File: config.mk
export PLATFORM = sky130hd
export DESIGN_NAME = apdc_top
export DESIGN_NICKNAME = d
export VERILOG_FILES = /design/src/inc/apdc_pkg.sv /design/src/logic/apdc_cal_store.sv /design/src/logic/apdc_top.sv
export VERILOG_INCLUDE_DIRS = /design/src /design/src/inc
export SDC_FILE = /design/constraint.sdc
export NUM_CORES = 1
export LEC_CHECK = 0
export ABC_AREA = 1
export ABC_CLOCK_PERIOD_IN_PS = 9750
export BUFFER_PORTS_ARGS = -buffer_cell sky130_fd_sc_hd__buf_4
export CORE_AREA = 4 4 345 347
export DETAILED_ROUTE_END_ITERATION = 16
export DIE_AREA = 0 0 349 351
export MAX_ROUTING_LAYER = met4
export PLACE_DENSITY_LB_ADDON = 0.1
export RECOVER_POWER = 50
export SETUP_SLACK_MARGIN = 0.4
export SYNTH_ARGS = -nofsm -noshare
export SYNTH_HDL_FRONTEND = slang
export SYNTH_SLANG_ARGS = --single-unit
File: constraint.sdc
create_clock -name core_clk_i -period 9.75 [get_ports core_clk_i]
set_clock_uncertainty 0.15 [all_clocks]
set_input_delay 0.975 -clock core_clk_i [delete_from_list [all_inputs] [get_ports core_clk_i]]
set_output_delay 0.975 -clock core_clk_i [all_outputs]
set_load 0.005 [all_outputs]
File: src/inc/apdc_consts.svh
`ifndef APDC_CONSTS_SVH
`define APDC_CONSTS_SVH

// System clock and prescaled tick
`define APDC_CLK_HZ        10000000
`define APDC_TICK_US       1000
`define APDC_TICK_CYC      (`APDC_CLK_HZ / 1000000 * `APDC_TICK_US)
`define APDC_TICKS_PER_S   (1000000 / `APDC_TICK_US)

// Idle window before power-down
`define APDC_IDLE_MIN      15
`define APDC_IDLE_TICKS    (`APDC_IDLE_MIN * 60 * `APDC_TICKS_PER_S)

// Measurement rate in tenths of reports per second; interval rounds down
`define APDC_MEAS_RATE_X10 65
`define APDC_MEAS_TICKS    (`APDC_TICKS_PER_S * 10 / `APDC_MEAS_RATE_X10)

// Battery report period
`define APDC_BATT_S        60
`define APDC_BATT_TICKS    (`APDC_BATT_S * `APDC_TICKS_PER_S)

// Calibration table
`define APDC_NUM_RANGES    6
`define APDC_GAIN_MILLI    32'h3a83126f
`define APDC_GAIN_UNIT     32'h3f800000
`define APDC_GAIN_MICRO    32'h358637bd
`define APDC_CAL_ZERO      32'h00000000

`endif

File: src/inc/apdc_pkg.sv
package apdc_pkg;

    typedef enum logic [2:0]
    {
        APDC_ST_ADV  = 3'b001,
        APDC_ST_CONN = 3'b010,
        APDC_ST_DOWN = 3'b100
    } apdc_state_t;

    typedef enum logic [2:0]
    {
        APDC_K_MEAS_DC = 3'h0,
        APDC_K_MEAS_AC = 3'h1,
        APDC_K_BATT    = 3'h2,
        APDC_K_SWITCH  = 3'h3,
        APDC_K_TOUCH   = 3'h4,
        APDC_K_NFC     = 3'h5,
        APDC_K_STATUS  = 3'h6
    } apdc_kind_t;

    localparam int APDC_NUM_KINDS = 7;

endpackage

File: src/logic/apdc_cal_store.sv
`timescale 1ns/1ps
`include "apdc_consts.svh"

module apdc_cal_store #(
    parameter int NR = `APDC_NUM_RANGES
) (
    input  wire logic        core_clk_i,
    input  wire logic        rst_i,
    input  wire logic        we_i,
    input  wire logic [2:0]  widx_i,
    input  wire logic [31:0] wgain_i,
    input  wire logic [31:0] woff_i,
    input  wire logic [31:0] wnoise_i,
    input  wire logic [2:0]  ridx_i,
    output logic      [31:0] rgain_o,
    output logic      [31:0] roff_o,
    output logic      [31:0] rnoise_o
);
    logic [95:0] tab_r [NR];

    function automatic logic [31:0] apdc_def_gain(input int i);
        case (i)
            2, 3:    apdc_def_gain = `APDC_GAIN_UNIT;
            5:       apdc_def_gain = `APDC_GAIN_MICRO;
            default: apdc_def_gain = `APDC_GAIN_MILLI;
        endcase
    endfunction

    always_ff @(posedge core_clk_i)
    begin
        for (int i = 0; i < NR; i++)
        begin
            if (rst_i)
                tab_r[i] <= {apdc_def_gain(i), `APDC_CAL_ZERO, `APDC_CAL_ZERO};
            else if (we_i && (int'(widx_i) == i))
                tab_r[i] <= {wgain_i, woff_i, wnoise_i};
        end
    end

    // Unused codes above the last range read as zero
    always_comb
    begin
        if (int'(ridx_i) < NR)
        begin
            rgain_o  = tab_r[ridx_i][95:64];
            roff_o   = tab_r[ridx_i][63:32];
            rnoise_o = tab_r[ridx_i][31:0];
        end
        else
        begin
            rgain_o  = `APDC_CAL_ZERO;
            roff_o   = `APDC_CAL_ZERO;
            rnoise_o = `APDC_CAL_ZERO;
        end
    end
endmodule

File: src/logic/apdc_top.sv
`timescale 1ns/1ps
`include "apdc_consts.svh"

module apdc_top #(
    parameter int TICK_CYC   = `APDC_TICK_CYC,
    parameter int IDLE_TICKS = `APDC_IDLE_TICKS,
    parameter int MEAS_TICKS = `APDC_MEAS_TICKS,
    parameter int BATT_TICKS = `APDC_BATT_TICKS
) (
    input  wire logic        core_clk_i,
    input  wire logic        rst_i,
    input  wire logic        touch_i,
    input  wire logic [1:0]  vrange_sw_i,
    input  wire logic        mode_sw_i,
    input  wire logic        conn_up_i,
    input  wire logic        nfc_evt_i,
    input  wire logic [31:0] meas_dc_i,
    input  wire logic [31:0] meas_ac_i,
    input  wire logic [7:0]  batt_soc_i,
    input  wire logic [15:0] batt_mv_i,
    input  wire logic        host_range_we_i,
    input  wire logic [2:0]  host_range_i,
    input  wire logic        cal_we_i,
    input  wire logic [2:0]  cal_idx_i,
    input  wire logic [31:0] cal_gain_i,
    input  wire logic [31:0] cal_off_i,
    input  wire logic [31:0] cal_noise_i,
    output logic             adv_en_o,
    output logic             conn_accept_o,
    output logic             pwr_down_o,
    output logic             connected_o,
    output logic             rpt_valid_o,
    output logic [2:0]       rpt_kind_o,
    output logic [31:0]      rpt_data_o,
    output logic [2:0]       range_sel_o,
    output logic [31:0]      cal_gain_o,
    output logic [31:0]      cal_off_o,
    output logic [31:0]      cal_noise_o
);
    localparam int PW = $clog2(TICK_CYC + 1);
    localparam int IW = $clog2(IDLE_TICKS + 1);
    localparam int MW = $clog2(MEAS_TICKS + 1);
    localparam int BW = $clog2(BATT_TICKS + 1);
    localparam int NK = apdc_pkg::APDC_NUM_KINDS;
    localparam logic [PW-1:0] PRE_LAST  = PW'(TICK_CYC - 1);
    localparam logic [IW-1:0] IDLE_LAST = IW'(IDLE_TICKS - 1);
    localparam logic [MW-1:0] MEAS_LAST = MW'(MEAS_TICKS - 1);
    localparam logic [BW-1:0] BATT_LAST = BW'(BATT_TICKS - 1);

    typedef struct packed {
        apdc_pkg::apdc_state_t st;
        logic [PW-1:0]         pre;
        logic [IW-1:0]         idle;
        logic [MW-1:0]         meas;
        logic [BW-1:0]         batt;
        logic [NK-1:0]         pend;
        logic [2:0]            tch_sync;
        logic [2:0]            sw_s1;
        logic [2:0]            sw_s2;
        logic [2:0]            sw_prev;
        logic                  rpt_valid;
        logic [2:0]            rpt_kind;
        logic [31:0]           rpt_data;
        logic [2:0]            range_sel;
        logic [31:0]           gain;
        logic [31:0]           off;
        logic [31:0]           noise;
    } apdc_regs_t;

    apdc_regs_t s_r;
    apdc_regs_t s_nxt;
    logic [31:0] rd_gain;
    logic [31:0] rd_off;
    logic [31:0] rd_noise;

    apdc_cal_store u_cal (
        .core_clk_i (core_clk_i),
        .rst_i      (rst_i),
        .we_i       (cal_we_i),
        .widx_i     (cal_idx_i),
        .wgain_i    (cal_gain_i),
        .woff_i     (cal_off_i),
        .wnoise_i   (cal_noise_i),
        .ridx_i     (s_r.range_sel),
        .rgain_o    (rd_gain),
        .roff_o     (rd_off),
        .rnoise_o   (rd_noise)
    );

    always_comb
    begin
        logic          tick;
        logic          touch_rise;
        logic          sw_change;
        logic          found;
        logic [NK-1:0] set;
        tick       = (s_r.pre == PRE_LAST);
        touch_rise = s_r.tch_sync[1] & ~s_r.tch_sync[2];
        sw_change  = (s_r.sw_s2 != s_r.sw_prev);
        found      = 1'b0;
        set        = '0;
        s_nxt      = s_r;
        s_nxt.rpt_valid = 1'b0;
        s_nxt.pre = tick ? '0 : s_r.pre + 1'b1;
        s_nxt.tch_sync = {s_r.tch_sync[1:0], touch_i};
        s_nxt.sw_s1   = {mode_sw_i, vrange_sw_i};
        s_nxt.sw_s2   = s_r.sw_s1;
        s_nxt.sw_prev = s_r.sw_s2;
        s_nxt.gain    = rd_gain;
        s_nxt.off     = rd_off;
        s_nxt.noise   = rd_noise;

        case (s_r.st)
            apdc_pkg::APDC_ST_ADV:
            begin
                if (conn_up_i)
                begin
                    s_nxt.st   = apdc_pkg::APDC_ST_CONN;
                    s_nxt.idle = '0;
                    s_nxt.meas = '0;
                    s_nxt.batt = '0;
                    set[apdc_pkg::APDC_K_STATUS] = 1'b1;
                end
                else if (tick)
                begin
                    if (s_r.idle == IDLE_LAST)
                    begin
                        s_nxt.st   = apdc_pkg::APDC_ST_DOWN;
                        s_nxt.idle = '0;
                    end
                    else
                        s_nxt.idle = s_r.idle + 1'b1;
                end
            end
            apdc_pkg::APDC_ST_CONN:
            begin
                s_nxt.idle = '0;
                if (!conn_up_i)
                    s_nxt.st = apdc_pkg::APDC_ST_ADV;
                else
                begin
                    if (tick)
                    begin
                        s_nxt.meas = (s_r.meas == MEAS_LAST) ? '0 : s_r.meas + 1'b1;
                        s_nxt.batt = (s_r.batt == BATT_LAST) ? '0 : s_r.batt + 1'b1;
                        set[apdc_pkg::APDC_K_MEAS_DC] = (s_r.meas == MEAS_LAST);
                        set[apdc_pkg::APDC_K_MEAS_AC] = (s_r.meas == MEAS_LAST);
                        set[apdc_pkg::APDC_K_BATT]    = (s_r.batt == BATT_LAST);
                    end
                    set[apdc_pkg::APDC_K_SWITCH] = sw_change;
                    set[apdc_pkg::APDC_K_TOUCH]  = touch_rise;
                    set[apdc_pkg::APDC_K_NFC]    = nfc_evt_i;
                    if (host_range_we_i)
                        s_nxt.range_sel = host_range_i;
                end
            end
            apdc_pkg::APDC_ST_DOWN:
            begin
                s_nxt.idle = '0;
                // Link requests ignored here; only touch wakes
                if (touch_rise)
                    s_nxt.st = apdc_pkg::APDC_ST_ADV;
            end
            default:
                s_nxt.st = apdc_pkg::APDC_ST_ADV;
        endcase

        // One report per cycle, lowest kind first; a new event wins over the clear
        if (s_r.st == apdc_pkg::APDC_ST_CONN && conn_up_i)
        begin
            for (int k = 0; k < NK; k++)
            begin
                if (!found && s_r.pend[k])
                begin
                    found            = 1'b1;
                    s_nxt.pend[k]    = 1'b0;
                    s_nxt.rpt_valid  = 1'b1;
                    s_nxt.rpt_kind   = 3'(k);
                end
            end
            // Data taken only with a report, so it holds between reports
            if (found)
            begin
                case (s_nxt.rpt_kind)
                    apdc_pkg::APDC_K_MEAS_DC: s_nxt.rpt_data = meas_dc_i;
                    apdc_pkg::APDC_K_MEAS_AC: s_nxt.rpt_data = meas_ac_i;
                    apdc_pkg::APDC_K_BATT:    s_nxt.rpt_data = {8'h00, batt_soc_i, batt_mv_i};
                    apdc_pkg::APDC_K_SWITCH:  s_nxt.rpt_data = {29'h0, s_r.sw_prev};
                    apdc_pkg::APDC_K_STATUS:  s_nxt.rpt_data = {29'h0, s_r.st};
                    default:                  s_nxt.rpt_data = 32'h0;
                endcase
            end
        end

        // Keyed on the next state so the connect status event is not lost
        if (s_nxt.st == apdc_pkg::APDC_ST_CONN)
            s_nxt.pend = s_nxt.pend | set;
        else
            s_nxt.pend = '0;
    end

    always_ff @(posedge core_clk_i)
    begin
        if (rst_i)
        begin
            s_r           <= '0;
            s_r.st        <= apdc_pkg::APDC_ST_ADV;
            s_r.range_sel <= 3'h0;
            s_r.gain      <= `APDC_GAIN_MILLI;
        end
        else
            s_r <= s_nxt;
    end

    assign adv_en_o      = s_r.st[0];
    assign conn_accept_o = s_r.st[0];
    assign connected_o   = s_r.st[1];
    assign pwr_down_o    = s_r.st[2];
    assign rpt_valid_o   = s_r.rpt_valid;
    assign rpt_kind_o    = s_r.rpt_kind;
    assign rpt_data_o    = s_r.rpt_data;
    assign range_sel_o   = s_r.range_sel;
    assign cal_gain_o    = s_r.gain;
    assign cal_off_o     = s_r.off;
    assign cal_noise_o   = s_r.noise;
endmodule

==> results.md <==
Yosys:
- edfxtp_1 takes more of the synthesized area than any other cell.
- The mean cell area of the mapped netlist is 9.58 um2.
- The net count after synthesis is 3805.
- In the post-synthesis netlist, the cell with the most instances is nor2_1.
- By area the synthesized netlist is led by edfxtp_1, dfxtp_1, nor2_1.
- The number of enable-type register cells in the synthesized netlist is 576.
- After synthesis the netlist holds a flip-flop and latch count of 794.
- The post-synthesis sequential area ratio is 62.8%.
- The mapped netlist covers 34500 um2.
- Sorting the synthesized cells by how often they occur yields nor2_1, edfxtp_1, nand2_1.
- Yosys printed 0 warnings.
- In the synthesized netlist the dominant register cell turns out to be edfxtp_1.
- The number of distinct library cells after synthesis is 48.
- The share of synthesized registers carrying an async set or reset is 0%.
- The share of synthesized area in the top cell type comes to 50.2%.
- The post-synthesis instance total is 3600.

Setup path:
- By startpoint and endpoint, the worst setup path is classified as in -> reg.
- Counting cells, the worst reg-to-reg path comes to 11.
- The required arrival time at the worst endpoint is 9860 ps.
- The critical path data arrival time is 6060 ps.
- The critical path launch point type is an input pin.
- STA classifies the critical path endpoint as a register.
- Of all nets on the critical path, the largest fanout is 53.

Global routing:
- The first-pass GRT wire length is 161000 um.
- Across every metal layer, demand over resource in global routing totals 17.6%.
- The number of global-route vias before repair is 25300.
- Entering global routing, the biggest net connects 133 pins.
- The initial antenna violation count came to 12.
- The total congestion overflow is 0.

Clocking:
- The number of resized instances in the post-cts repair step is 0.
- The maximum count of clock buffers along a single path is 3.
- The clock tree synthesis step divided the H-tree into 3 levels.
- The number of sinks handled by clock tree synthesis is 794.
- The later-pin clock latency in the skew report is 670 ps.
- Buffers inserted during clock tree synthesis total 97.
- For this design, the CTS-stage hold fixing added 0 buffers.
- TritonCTS built the clock tree.
- The buffer cell driving the clock tree root is clkbuf_16.
- The total setup buffers inserted after CTS is 0.
- After clock tree synthesis, the clock-pin slew on the worst setup and hold paths is 60 ps.

Outcome:
- The run finished, with violations left.
- The checks that failed: capacitance limit, slew limit.

Flow run:
- The max-cap check violation count is 14.

Timing:
- Setup repair after global routing left no endpoint under its margin.
- The number of pins with negative max-slew slack in the final report is 604.
- The setup-violating endpoint count in the final report is 0.
- The final clock period utilization by the worst path is 61.0%.
- Timing would allow up to 0.168 GHz.
- The final period demand of the worst path is 5940 ps.
- The hold violation count in the final report is 0.
- The slew at the pin with the worst max-slew slack is 4120 ps.
- In the final timing run, aggregate negative setup slack is 0 ps.
- Setup slack closes at 3810 ps.
- The worst slew margin relative to its limit is -178%.
- Across all hold checks on the routed design, the worst slack comes to 252 ps.

Routing:
- The number of nets with antenna violations after detailed routing is 0.
- The number of iterations in the first detailed-routing pass is 5.
- The number of remaining DRC errors is 0.
- The violation count after the first detailed-route iteration is 1614.
- The via density per instance is 4.71.
- Dividing the detail-routed wire length by the instance count gives 20.0 um.
- For this block, the via count after detailed routing is 25200.
- The total length of routed wires is 107000 um.

Floorplanning:
- The initial utilization of the core area, before any placement, comes to 29.8%.
- The standard cell core area is 116000 um2.
- The die span in y is 351 um.
- The I/O pin count is 339.
- The overall die width is 349 um.
- The die covers 122000 um2.
- After floorplanning, the core was divided into 125 placement rows.

Min path:
- In this run the worst hold path is classified as reg -> reg.
- The count of cells along the worst hold path is 2.

Power:
- The leakage power figure is 15.5 nW.
- Across the VDD grid, the largest voltage drop is 0.000140 V.
- The share of power burned in the clock network is 46.1%.
- The reported net switching power is 1.89 mW.
- The cell-internal power is 6.23 mW.
- Of the total power, the share spent switching nets is 23.3%.
- In this run, flip-flops and latches consume 47.9% of the power.
- The share of total power dissipated in combinational logic is 6.1%.
- The cell area power density is 201 nW/um2.

Placed design:
- OpenSTA, run right after detailed placement, puts the worst setup slack at 5590 ps.
- The quantity of I/O buffers inserted on ports is 338.
- The post-detailed-placement half-perimeter wirelength is 61900 um.
- The congestion estimate from routability-driven global placement came to 0.779.

Final layout:
- The layout-stage area growth over the synthesis result is 17.1%.
- At the end of the flow, the number of nets in the layout was 3930.
- The fraction of final layout cells sized beyond drive strength 1 is 12.9%.
- The fill cell total of the finished layout is 12000.
- Across the whole layout, storage elements account for 21700 um2.
- Summing all multi-input logic gate instances after layout gives 10000 um2.
==> layout make-up <==
class | count | share of cell area, %
Clock buffer | 124 | 6.53
Inverter | 237 | 2.25
Multi-Input combinational cell | 2222 | 24.8
Sequential cell | 794 | 53.6
Timing Repair Buffer | 373 | 6.34
Antenna cell | 9 | 0.0557
Tap cell | 1524 | 4.72
Clock inverter | 58 | 1.71
==> power groups by stage <==
stage	clock network, mW	logic [mW]	registers (mW)
final	3.74	0.492	3.89
after detailed placement	0	0.522	3.96
after floorplan	0	0.300	3.94
after global routing	3.99	0.551	3.91
after CTS	3.86	0.524	3.89
after global placement	0	0.523	3.96
==> cell families after synthesis <==
family / synth area share (%)
adders and majority gates: 0.181
DFF: 62.8
AOI/OAI and AO/OA: 8.70
buffers and inverters: 8.10
xor gates and xnor gates: 0.381
and+or+nand+nor: 19.8
==> worst paths after layout <==
kind / end / slack [ps] / start
worst max-delay path: u_cal.tab_r[5][26] / 3810 / rst_i
worst min-delay path: s_nxt[136] / 250 / s_nxt[139]
worst max register to register: rpt_data_o[6] / 5110 / s_r[149]
worst min register to register: s_nxt[136] / 250 / s_nxt[139]
==> critical path, cell delays in order <==
cell and delay [ps]:
clkbuf_1 230, inv_1 510, clkbuf_1 990, o21ai_0 1960
buf_4 810, buf_4 450
==> state kept, by name, indices dropped and copies added (netlist names), named ones only <==
name,count
rpt_kind_o,3
range_sel_o,3
connected_o,1
cal_noise_o,32
cal_gain_o,32
s_r,69
cal_off_o,32
rpt_data_o,32
u_cal.tab_r,576
adv_en_o,1
pwr_down_o,1
rpt_valid_o,1
s_nxt,8
==> stage by stage <==
step / util [%] / power, mW / cell area [um2] / instances
6_report: 34.9 / 8.12 / 40400 / 5341
5_1_grt: 34.9 / 8.44 / 40400 / 5341
4_1_cts: 35.2 / 8.27 / 40700 / 5332
3_5_place_dp: 32.3 / 4.48 / 37400 / 5150
3_3_place_gp: 32.3 / 4.48 / 37400 / 5150
2_1_floorplan: - / 4.24 / 34500 / 3600
==> placed cells by master (no fill, tap or decap), types with 6 or more instances in the layout <==
cell type / instances
xor2_1: 14
inv_1: 222
o21ai_0: 207
nand4_1: 71
clkbuf_16: 98
nor4_1: 7
clkbuf_8: 9
clkinv_2: 17
nor2_1: 1075
bufinv_16: 12
buf_4: 224
nand3_1: 63
clkinv_1: 15
a21oi_1: 161
diode_2: 9
o22ai_1: 8
inv_2: 6
nand2_1: 429
clkbuf_4: 85
o221ai_1: 15
o32ai_1: 96
clkbuf_1: 80
clkinvlp_2: 6
nor3_1: 34
edfxtp_1: 576
dfxtp_1: 216
==> layer usage <==
| layer | vias to the layer above | global-route usage [%] | wire length, um |
|---|---|---|---|
| li1 | 12200 | - | - |
| met5 | - | - | 0 |
| met1 | 12200 | 22.5 | 48200 |
| met2 | 550 | 28.7 | 50600 |
| met4 | 0 | 3.82 | 2130 |
| met3 | 136 | 3.82 | 5980 |
No activity file was read; power rests on OpenSTA's default activity.
